--- config.mk ---
export PLATFORM = sky130hd
export DESIGN_NAME = cmfd_regs
export DESIGN_NICKNAME = d
export VERILOG_FILES = /design/src/cmfd_pkg.sv /design/src/cmfd_regs.sv
export SDC_FILE = /design/constraint.sdc
export NUM_CORES = 1
export LEC_CHECK = 0
export BUFFER_PORTS_ARGS = -buffer_cell sky130_fd_sc_hd__buf_2
export CORE_MARGIN = 10
export CORE_UTILIZATION = 54
export CTS_BUF_LIST = sky130_fd_sc_hd__clkbuf_2 sky130_fd_sc_hd__clkbuf_4 sky130_fd_sc_hd__clkbuf_8
export DETAILED_ROUTE_END_ITERATION = 7
export PLACE_DENSITY = 0.82
export SYNTH_ARGS = -nofsm -noshare
export SYNTH_HDL_FRONTEND = slang
export SYNTH_SLANG_ARGS = --single-unit
--- constraint.sdc ---
create_clock -name clock_i -period 3.68 [get_ports clock_i]
set_input_delay 0.736 -clock clock_i [delete_from_list [all_inputs] [get_ports clock_i]]
set_output_delay 0.736 -clock clock_i [all_outputs]
set_load 0.005 [all_outputs]
--- src/cmfd_pkg.sv ---
// shared constants and types of the chip mode and fast detect register bank
package cmfd_pkg;
    // register indices; byte address is four times the index
    localparam logic [31:0] CMFD_IDX_MODE  = 32'h0000_0200;
    localparam logic [31:0] CMFD_IDX_DECIM = 32'h0000_0201;
    localparam logic [31:0] CMFD_IDX_FDCTL = 32'h0000_0245;
    localparam logic [31:0] CMFD_IDX_CHSEL = 32'h0000_0010;
    localparam logic [31:0] CMFD_ADDR_MODE  = CMFD_IDX_MODE << 2;
    localparam logic [31:0] CMFD_ADDR_DECIM = CMFD_IDX_DECIM << 2;
    localparam logic [31:0] CMFD_ADDR_FDCTL = CMFD_IDX_FDCTL << 2;
    localparam logic [31:0] CMFD_ADDR_CHSEL = CMFD_IDX_CHSEL << 2;
    // writable bits and reset values
    localparam logic [7:0]  CMFD_MASK_MODE  = 8'hEF;
    localparam logic [7:0]  CMFD_MASK_DECIM = 8'h0F;
    localparam logic [7:0]  CMFD_MASK_FDCTL = 8'h0D;
    localparam logic [7:0]  CMFD_MASK_CHSEL = 8'h03;
    localparam logic [7:0]  CMFD_RST_MODE   = 8'h00;
    localparam logic [7:0]  CMFD_RST_DECIM  = 8'h00;
    localparam logic [7:0]  CMFD_RST_FDCTL  = 8'h00;
    localparam logic [7:0]  CMFD_RST_CHSEL  = 8'h03;
    // field positions
    localparam int          CMFD_BIT_QIGN   = 5;
    localparam int          CMFD_APP_LSB    = 0;
    localparam int          CMFD_DEC_LSB    = 0;
    localparam int          CMFD_BIT_FORCE  = 3;
    localparam int          CMFD_BIT_LEVEL  = 2;
    localparam int          CMFD_BIT_FDEN   = 0;
    // application mode, decimation bypass and transfer type codes
    localparam logic [3:0]  CMFD_APP_FULL   = 4'h0;
    localparam logic [3:0]  CMFD_APP_ONE    = 4'h1;
    localparam logic [3:0]  CMFD_APP_TWO    = 4'h2;
    localparam logic [3:0]  CMFD_APP_FOUR   = 4'h3;
    localparam logic [3:0]  CMFD_DEC_BYPASS = 4'h0;
    localparam logic [1:0]  CMFD_HTRANS_NSQ = 2'h2;

    typedef enum logic [1:0] {
        CMFD_ST_IDLE = 2'b01,
        CMFD_ST_WR   = 2'b10
    } cmfd_state_type;

    // decoded operating configuration
    typedef struct packed {
        logic       real_only;
        logic [3:0] ddc_enable;
        logic       bypass;
        logic [5:0] decim_factor;
    } cmfd_cfg_type;
endpackage

--- src/cmfd_regs.sv ---
// chip mode, decimation and fast detect pin control register bank, ahb-lite slave
//
// Function
// RULE1: q ignore bit 5 keeps only in-phase
// RULE2: app mode codes select ddc set
// RULE3: decimation code table, 0000 bypasses ddcs
// RULE4: force bit 3 overrides fast detect pin
// RULE5: forced pin takes level from bit 2
// RULE6: bit 0 clear, no force: pin low
//
// Our own choice: register access over AHB-Lite.
`timescale 1ns/1ps

module cmfd_regs
    import cmfd_pkg::*;
#(
    parameter int NUM_CH = 2
) (
    // clock and reset
    input  wire logic                 clock_i,
    input  wire logic                 arst_n_i,
    // ahb-lite slave
    input  wire logic                 hsel_i,
    input  wire logic [31:0]          haddr_i,
    input  wire logic [1:0]           htrans_i,
    input  wire logic                 hwrite_i,
    input  wire logic [2:0]           hsize_i,
    input  wire logic [31:0]          hwdata_i,
    input  wire logic                 hready_i,
    output logic                      hreadyout_o,
    output logic                      hresp_o,
    output logic [31:0]               hrdata_o,
    // raw detector decisions per channel
    input  wire logic [NUM_CH-1:0]    detect_i,
    // fast detect pins
    output logic                      overrange_flag_pin_a_o,
    output logic                      overrange_flag_pin_b_o,
    // decoded configuration
    output cmfd_cfg_type              cfg_o,
    output logic                      downconverter_zero_o,
    output logic                      downconverter_one_o
);

    // reset synchroniser
    logic                 rst_meta;
    logic                 rst_n;

    always_ff @(posedge clock_i or negedge arst_n_i) begin
        if (!arst_n_i) begin
            rst_meta <= 1'b0;
            rst_n    <= 1'b0;
        end else begin
            rst_meta <= 1'b1;
            rst_n    <= rst_meta;
        end
    end

    // decimation code to factor
    function automatic logic [5:0] dec_factor(input logic [3:0] code);
        case (code)
            4'h0:    dec_factor = 6'h01;
            4'h1:    dec_factor = 6'h02;
            4'h8:    dec_factor = 6'h03;
            4'h2:    dec_factor = 6'h04;
            4'h5:    dec_factor = 6'h05;
            4'h9:    dec_factor = 6'h06;
            4'h3:    dec_factor = 6'h08;
            4'h6:    dec_factor = 6'h0A;
            4'hA:    dec_factor = 6'h0C;
            4'h7:    dec_factor = 6'h0F;
            4'h4:    dec_factor = 6'h10;
            4'hD:    dec_factor = 6'h14;
            4'hB:    dec_factor = 6'h18;
            4'hE:    dec_factor = 6'h1E;
            4'hF:    dec_factor = 6'h28;
            4'hC:    dec_factor = 6'h30;
            default: dec_factor = 6'h01;
        endcase
    endfunction

    // application mode to downconverter set
    function automatic logic [3:0] app_ddc(input logic [3:0] code);
        case (code)
            CMFD_APP_FULL: app_ddc = 4'h0;
            CMFD_APP_ONE:  app_ddc = 4'h1;
            CMFD_APP_TWO:  app_ddc = 4'h3;
            CMFD_APP_FOUR: app_ddc = 4'hF;
            // undefined codes fall back to full bandwidth
            default:       app_ddc = 4'h0;
        endcase
    endfunction

    // bus state
    cmfd_state_type       state;
    cmfd_state_type       next_state;
    logic [31:0]          wr_addr;
    logic [31:0]          next_rdata;

    // register storage
    logic [7:0]           mode;
    logic [7:0]           decim;
    logic [7:0]           chsel;
    logic [7:0]           fdctl [NUM_CH];
    logic [7:0]           next_mode;
    logic [7:0]           next_decim;
    logic [7:0]           next_chsel;
    logic [7:0]           next_fdctl [NUM_CH];
    logic [NUM_CH-1:0]    pins;
    logic [NUM_CH-1:0]    next_pins;
    cmfd_cfg_type         next_cfg;

    // address phase decode
    wire                  req;
    wire                  rd_req;
    wire                  wr_req;
    wire                  wr_live;
    wire                  wr_mode;
    wire                  wr_decim;
    wire                  wr_chsel;
    wire                  wr_fdctl;
    wire [7:0]            wbyte;
    wire [7:0]            fd_rd;

    assign req      = hsel_i && hready_i && (htrans_i == CMFD_HTRANS_NSQ);
    assign rd_req   = req && !hwrite_i;
    assign wr_req   = req && hwrite_i;
    assign wr_live  = (state == CMFD_ST_WR);
    assign wbyte    = hwdata_i[7:0];
    assign wr_mode  = wr_live && (wr_addr == CMFD_ADDR_MODE);
    assign wr_decim = wr_live && (wr_addr == CMFD_ADDR_DECIM);
    assign wr_chsel = wr_live && (wr_addr == CMFD_ADDR_CHSEL);
    assign wr_fdctl = wr_live && (wr_addr == CMFD_ADDR_FDCTL);

    assign next_state = wr_req ? CMFD_ST_WR : CMFD_ST_IDLE;

    // write data is taken in its data phase; reserved bits stay masked
    assign next_mode  = wr_mode  ? (wbyte & CMFD_MASK_MODE)  : mode;
    assign next_decim = wr_decim ? (wbyte & CMFD_MASK_DECIM) : decim;
    assign next_chsel = wr_chsel ? (wbyte & CMFD_MASK_CHSEL) : chsel;

    // per channel fast detect control and pin
    genvar ch;
    generate
        for (ch = 0; ch < NUM_CH; ch++) begin : g_ch
            wire hit;
            wire force_en;
            wire level;
            wire det_en;
            assign hit      = wr_fdctl && chsel[ch];
            assign next_fdctl[ch] = hit ? (wbyte & CMFD_MASK_FDCTL) : fdctl[ch];
            assign force_en = fdctl[ch][CMFD_BIT_FORCE];
            assign level    = fdctl[ch][CMFD_BIT_LEVEL];
            assign det_en   = fdctl[ch][CMFD_BIT_FDEN];
            // force overrides the detector; disabled output rests low
            assign next_pins[ch] = force_en ? level :        // RULE4 RULE5
                                   (det_en & detect_i[ch]);  // RULE6
        end
    endgenerate

    // one process owns the whole array so no element has two drivers
    always_ff @(posedge clock_i or negedge rst_n) begin
        if (!rst_n) begin
            for (int i = 0; i < NUM_CH; i++) begin
                fdctl[i] <= CMFD_RST_FDCTL;
            end
        end else begin
            for (int i = 0; i < NUM_CH; i++) begin
                fdctl[i] <= next_fdctl[i];
            end
        end
    end

    // readback of the lowest selected channel, zero if none selected
    function automatic logic [7:0] pick_fd(input logic [7:0] sel,
                                           input logic [7:0] regs [NUM_CH]);
        logic [7:0] val;
        val = 8'h00;
        for (int i = NUM_CH - 1; i >= 0; i--) begin
            if (sel[i]) begin
                val = regs[i];
            end
        end
        return val;
    endfunction

    // read uses next values so a read right behind a write sees it
    assign fd_rd = pick_fd(next_chsel, next_fdctl);
    assign next_rdata =
        !rd_req                        ? 32'h0000_0000 :
        (haddr_i == CMFD_ADDR_MODE)    ? {24'h00_0000, next_mode}  :
        (haddr_i == CMFD_ADDR_DECIM)   ? {24'h00_0000, next_decim} :
        (haddr_i == CMFD_ADDR_CHSEL)   ? {24'h00_0000, next_chsel} :
        (haddr_i == CMFD_ADDR_FDCTL)   ? {24'h00_0000, fd_rd}      :
                                         32'h0000_0000;

    // decoded configuration
    assign next_cfg.real_only    = mode[CMFD_BIT_QIGN];                    // RULE1
    assign next_cfg.ddc_enable   = app_ddc(mode[CMFD_APP_LSB +: 4]);       // RULE2
    assign next_cfg.bypass       = (decim[CMFD_DEC_LSB +: 4] == CMFD_DEC_BYPASS); // RULE3
    assign next_cfg.decim_factor = dec_factor(decim[CMFD_DEC_LSB +: 4]);   // RULE3

    // bus side flops; zero wait states, always okay
    always_ff @(posedge clock_i or negedge rst_n) begin
        if (!rst_n) begin
            state       <= CMFD_ST_IDLE;
            wr_addr     <= 32'h0000_0000;
            hrdata_o    <= 32'h0000_0000;
            hreadyout_o <= 1'b0;
            hresp_o     <= 1'b0;
        end else begin
            state       <= next_state;
            hrdata_o    <= next_rdata;
            hreadyout_o <= 1'b1;
            hresp_o     <= 1'b0;
            if (wr_req) begin
                wr_addr <= haddr_i;
            end
        end
    end

    // register and output flops
    always_ff @(posedge clock_i or negedge rst_n) begin
        if (!rst_n) begin
            mode  <= CMFD_RST_MODE;
            decim <= CMFD_RST_DECIM;
            chsel <= CMFD_RST_CHSEL;
            pins  <= '0;
            cfg_o <= '0;
            downconverter_zero_o <= 1'b0;
            downconverter_one_o  <= 1'b0;
        end else begin
            mode  <= next_mode;
            decim <= next_decim;
            chsel <= next_chsel;
            pins  <= next_pins;
            cfg_o <= next_cfg;
            downconverter_zero_o <= next_cfg.ddc_enable[0];  // RULE2
            downconverter_one_o  <= next_cfg.ddc_enable[1];  // RULE2
        end
    end

    // channel b absent when only one channel is built
    assign overrange_flag_pin_a_o = pins[0];
    generate
        if (NUM_CH > 1) begin : g_pin_b
            assign overrange_flag_pin_b_o = pins[1];
        end else begin : g_no_b
            assign overrange_flag_pin_b_o = 1'b0;
        end
    endgenerate

    // hsize is not checked: only whole-word transfers are expected
    wire unused_size;
    assign unused_size = ^hsize_i;

endmodule // cmfd_regs

==> results.toml <==
[synthesis]
syn_area_per_cell_um2 = 10.8
synth_area_leaders = "dfrtp_1, nand2_1, buf_4"
synth-async-reset-ratio = 1.00
synthFlopType = "dfrtp_1"
synth_warnings = 0
seq_area_frac_synth = 0.555
synth_edf_count = 0
netlist_instances = 409
syn-cell-area_um2 = 4420
synth_top_area_share = 0.538
ys_types = 55
post-synth-top-area-cell = "dfrtp_1"
ys_ff_latch = 98

[critical_path]
r2r_setup_slack_ns = 0.86
crit_type = "reg2reg"
crit_slowest_cell = "nor4_4"
cp-end-kind = "register"
crit_path_start_kind = "register"
path_cells = "nor4_2 > nand4_1 > nor4_4 > mux2_2 > a41o_1 > a222oi_1 > a21oi_1"
worst_ep_required_time_ns = 3.92
arrival_ns = 3.06
cp_top_family = "simple AND/OR/NAND/NOR gates"
crit_fanout = 8
cp_slowest_stage_delay_ns = 0.63
path_buf_inv = 0

[pwr]
p_total_w = 0.00211
power_frac_comb = 0.088
swShare = 0.270
p_leak_nw = 2.59
p_per_area_nw_per_um2 = 425
p_int_w = 0.00154
p_clk_frac = 0.336
switchingPower_w = 0.000570
p_seq_frac = 0.577
peakVddDrop_mv = 0.373

[detailed_routing]
wl_per_cell_um = 16.3
antenna_left = 0
drt-initial-drc-count = 133
drc = 0
vias_per_cell = 5.28
firstDrtPassIters = 4
totalWireLength_mm = 9.61
num_vias = 3105

[clocking]
cts.sinks = 98
clkLatencyLatePin_ns = 0.37
cts_buffers = 9
cts_root_buf = "clkbuf_8"
post_cts_buffers = 0
path_clk_slew_ns = 0.10
clock_path_buffers = 2
cts_max_level = 3
postCtsHoldBufs = 0
cts_tree = "yes"
ctsResizeCount = 0

[finish]
syn_to_final_growth_pct = 12.6
num_antenna_cells = 0
drive_above_1_share = 0.263
finalNetCount = 562

[timing]
finalCritPeriodShare = 0.767
fmax_ghz = 0.354
hold_ws_ns = 0.141
setup_viol = 0
worst_clock_skew_ns = 0.0159
period_needed_ns = 2.82
tightest_slew_ns = 0.948
slew_violations = 0
grt_setup_unrepaired = "no"
hold_viol = 0
slew_headroom = 0.368
tns_ns = 0

[floorplan]
die_w_um = 110
core_area_um2 = 7850
ios = 126
rows = 32
die_y_um = 110
initial_utilization = 0.563
die-area_um2 = 12200

[placed_design]
hpwl_mm = 7.12
io_buffers = 72
gp_congestion = 0.905

[global_route]
globalRouteTotalUtil = 0.159
grt_pass1_vias = 3350
grt_max_degree = 74
antenna_found_initial = 0
grt_overflow = 0
grt_pass1_wl_mm = 16.1

[worst_hold_path]
hold_class = "in2async"

[outcome]
status = "completed"

[run]
drv_cap = 0
==> sequential cells by signal (all words and copies together) (netlist names) <==
register and count:
chsel 8, rst_n 1, fdctl 16, state 2
mode 8, wr_addr 32, cfg_o 11, decim 8
pins 2, rst_meta 1, hrdata_o 8, hreadyout_o 1
==> cells in the final DEF (no fill, tap or decap), types with 4 or more instances in the layout <==
| cell type | Yosys | final |
|---|---|---|
| nand2_1 | 115 | 115 |
| dfrtp_1 | 95 | 94 |
| buf_2 | 1 | 72 |
| conb_1 | 2 | 27 |
| nor2b_1 | 23 | 23 |
| mux2_2 | 13 | 13 |
| o21ai_0 | 11 | 11 |
| nor2_1 | 10 | 10 |
| clkbuf_8 | 0 | 9 |
| nor4_1 | 8 | 8 |
| nor4_4 | 7 | 7 |
| inv_1 | 7 | 7 |
| a21oi_1 | 6 | 6 |
| and2_1 | 5 | 5 |
| mux2i_1 | 5 | 5 |
| ha_1 | 5 | 5 |
| nand3_1 | 4 | 4 |
| a22oi_1 | 4 | 4 |
==> per-stage QoR <==
step / cells / area, µm² / util / setup slack, ns
after global routing: 588 / 4980 / 0.635 / 0.662
after global placement: 572 / 4780 / 0.609 / 0.773
after CTS: 588 / 4980 / 0.635 / 0.870
final: 588 / 4980 / 0.635 / 0.857
after floorplan: 434 / 4520 / - / 0.753
after detailed placement: 572 / 4780 / 0.609 / 0.760
==> final timing paths <==
path	cells past startpoint	startpoint	endpoint
worst max-delay path	7	wr_addr[13]	hrdata_o[0]
worst min-delay path	1	arst_n_i	rst_n
worst max register to register	7	wr_addr[13]	hrdata_o[0]
worst min register to register	0	rst_meta	rst_n
max in group asynchronous	1	rst_n	chsel[1]
min in group clock_i	0	rst_meta	rst_n
==> cells in the mapped netlist, types with 2 or more instances <==
library cell and instances:
clkbuf_1 8, mux2i_1 5, and3_1 2, nor4_1 8, and2_1 5, nor2_1 10, a221o_1 2, mux2_1 2
nand4_1 3, conb_1 2, and4b_1 2, dfstp_2 3, nor2b_1 23, a21oi_1 6, o21ai_0 11, a221oi_1 2
nand2_1 115, nor4_4 7, ha_1 5, and2b_4 3, buf_1 2, dfrtp_1 95, inv_1 7, mux2_2 13
a22oi_1 4, a31oi_1 2, nand3b_1 2, nor3_1 2, buf_4 28, nand3_1 4, nand2b_1 2
==> cells by family (layout without fill, tap and decap cells) <==
family	count (synthesis)	in the layout	share of synthesized area
multiplexers	21	21	0.0529
adder cells (fa/ha/maj)	5	5	0.0141
AO/OA/AOI/OAI	39	39	0.0620
buffers and inverters	46	98	0.0631
AND/OR/NAND/NOR	198	198	0.251
other	2	27	0.00170
flip-flops	98	98	0.555
==> cell type report <==
class,instances,area [µm²]
clock buffers,9,124
clock inverters,7,78.8
fillers,679,2870
inverters,7,26.3
multi-input cells,290,1780
flip-flops and latches,98,2460
well taps,102,128
repair buffers,75,383
==> layer usage <==
metal | global-route usage | up-vias | part of all wire
li1 | - | 1468 | -
met1 | 0.193 | 1518 | 0.45
met4 | 0.0769 | 0 | 0.019
met5 | 0 | - | 0
met3 | 0.0502 | 15 | 0.066
met2 | 0.250 | 104 | 0.46
==> power groups by stage <==
stage	combinational (W)	clock (W)	sequential, W
floorplan	0.000141	0	0.00123
global placement	0.000175	0	0.00124
detailed placement	0.000184	0	0.00124
CTS	0.000186	0.000716	0.00122
global route	0.000214	0.000759	0.00123
finish	0.000186	0.000710	0.00122
==> worst register-to-register path: stages, from the launching register on <==
cell and delay (ns):
dfrtp_1 0.40, nor4_2 0.47, nand4_1 0.22, nor4_4 0.63, mux2_2 0.42, a41o_1 0.18, a222oi_1 0.24, a21oi_1 0.14
No activity file was read; power rests on OpenSTA's default activity.
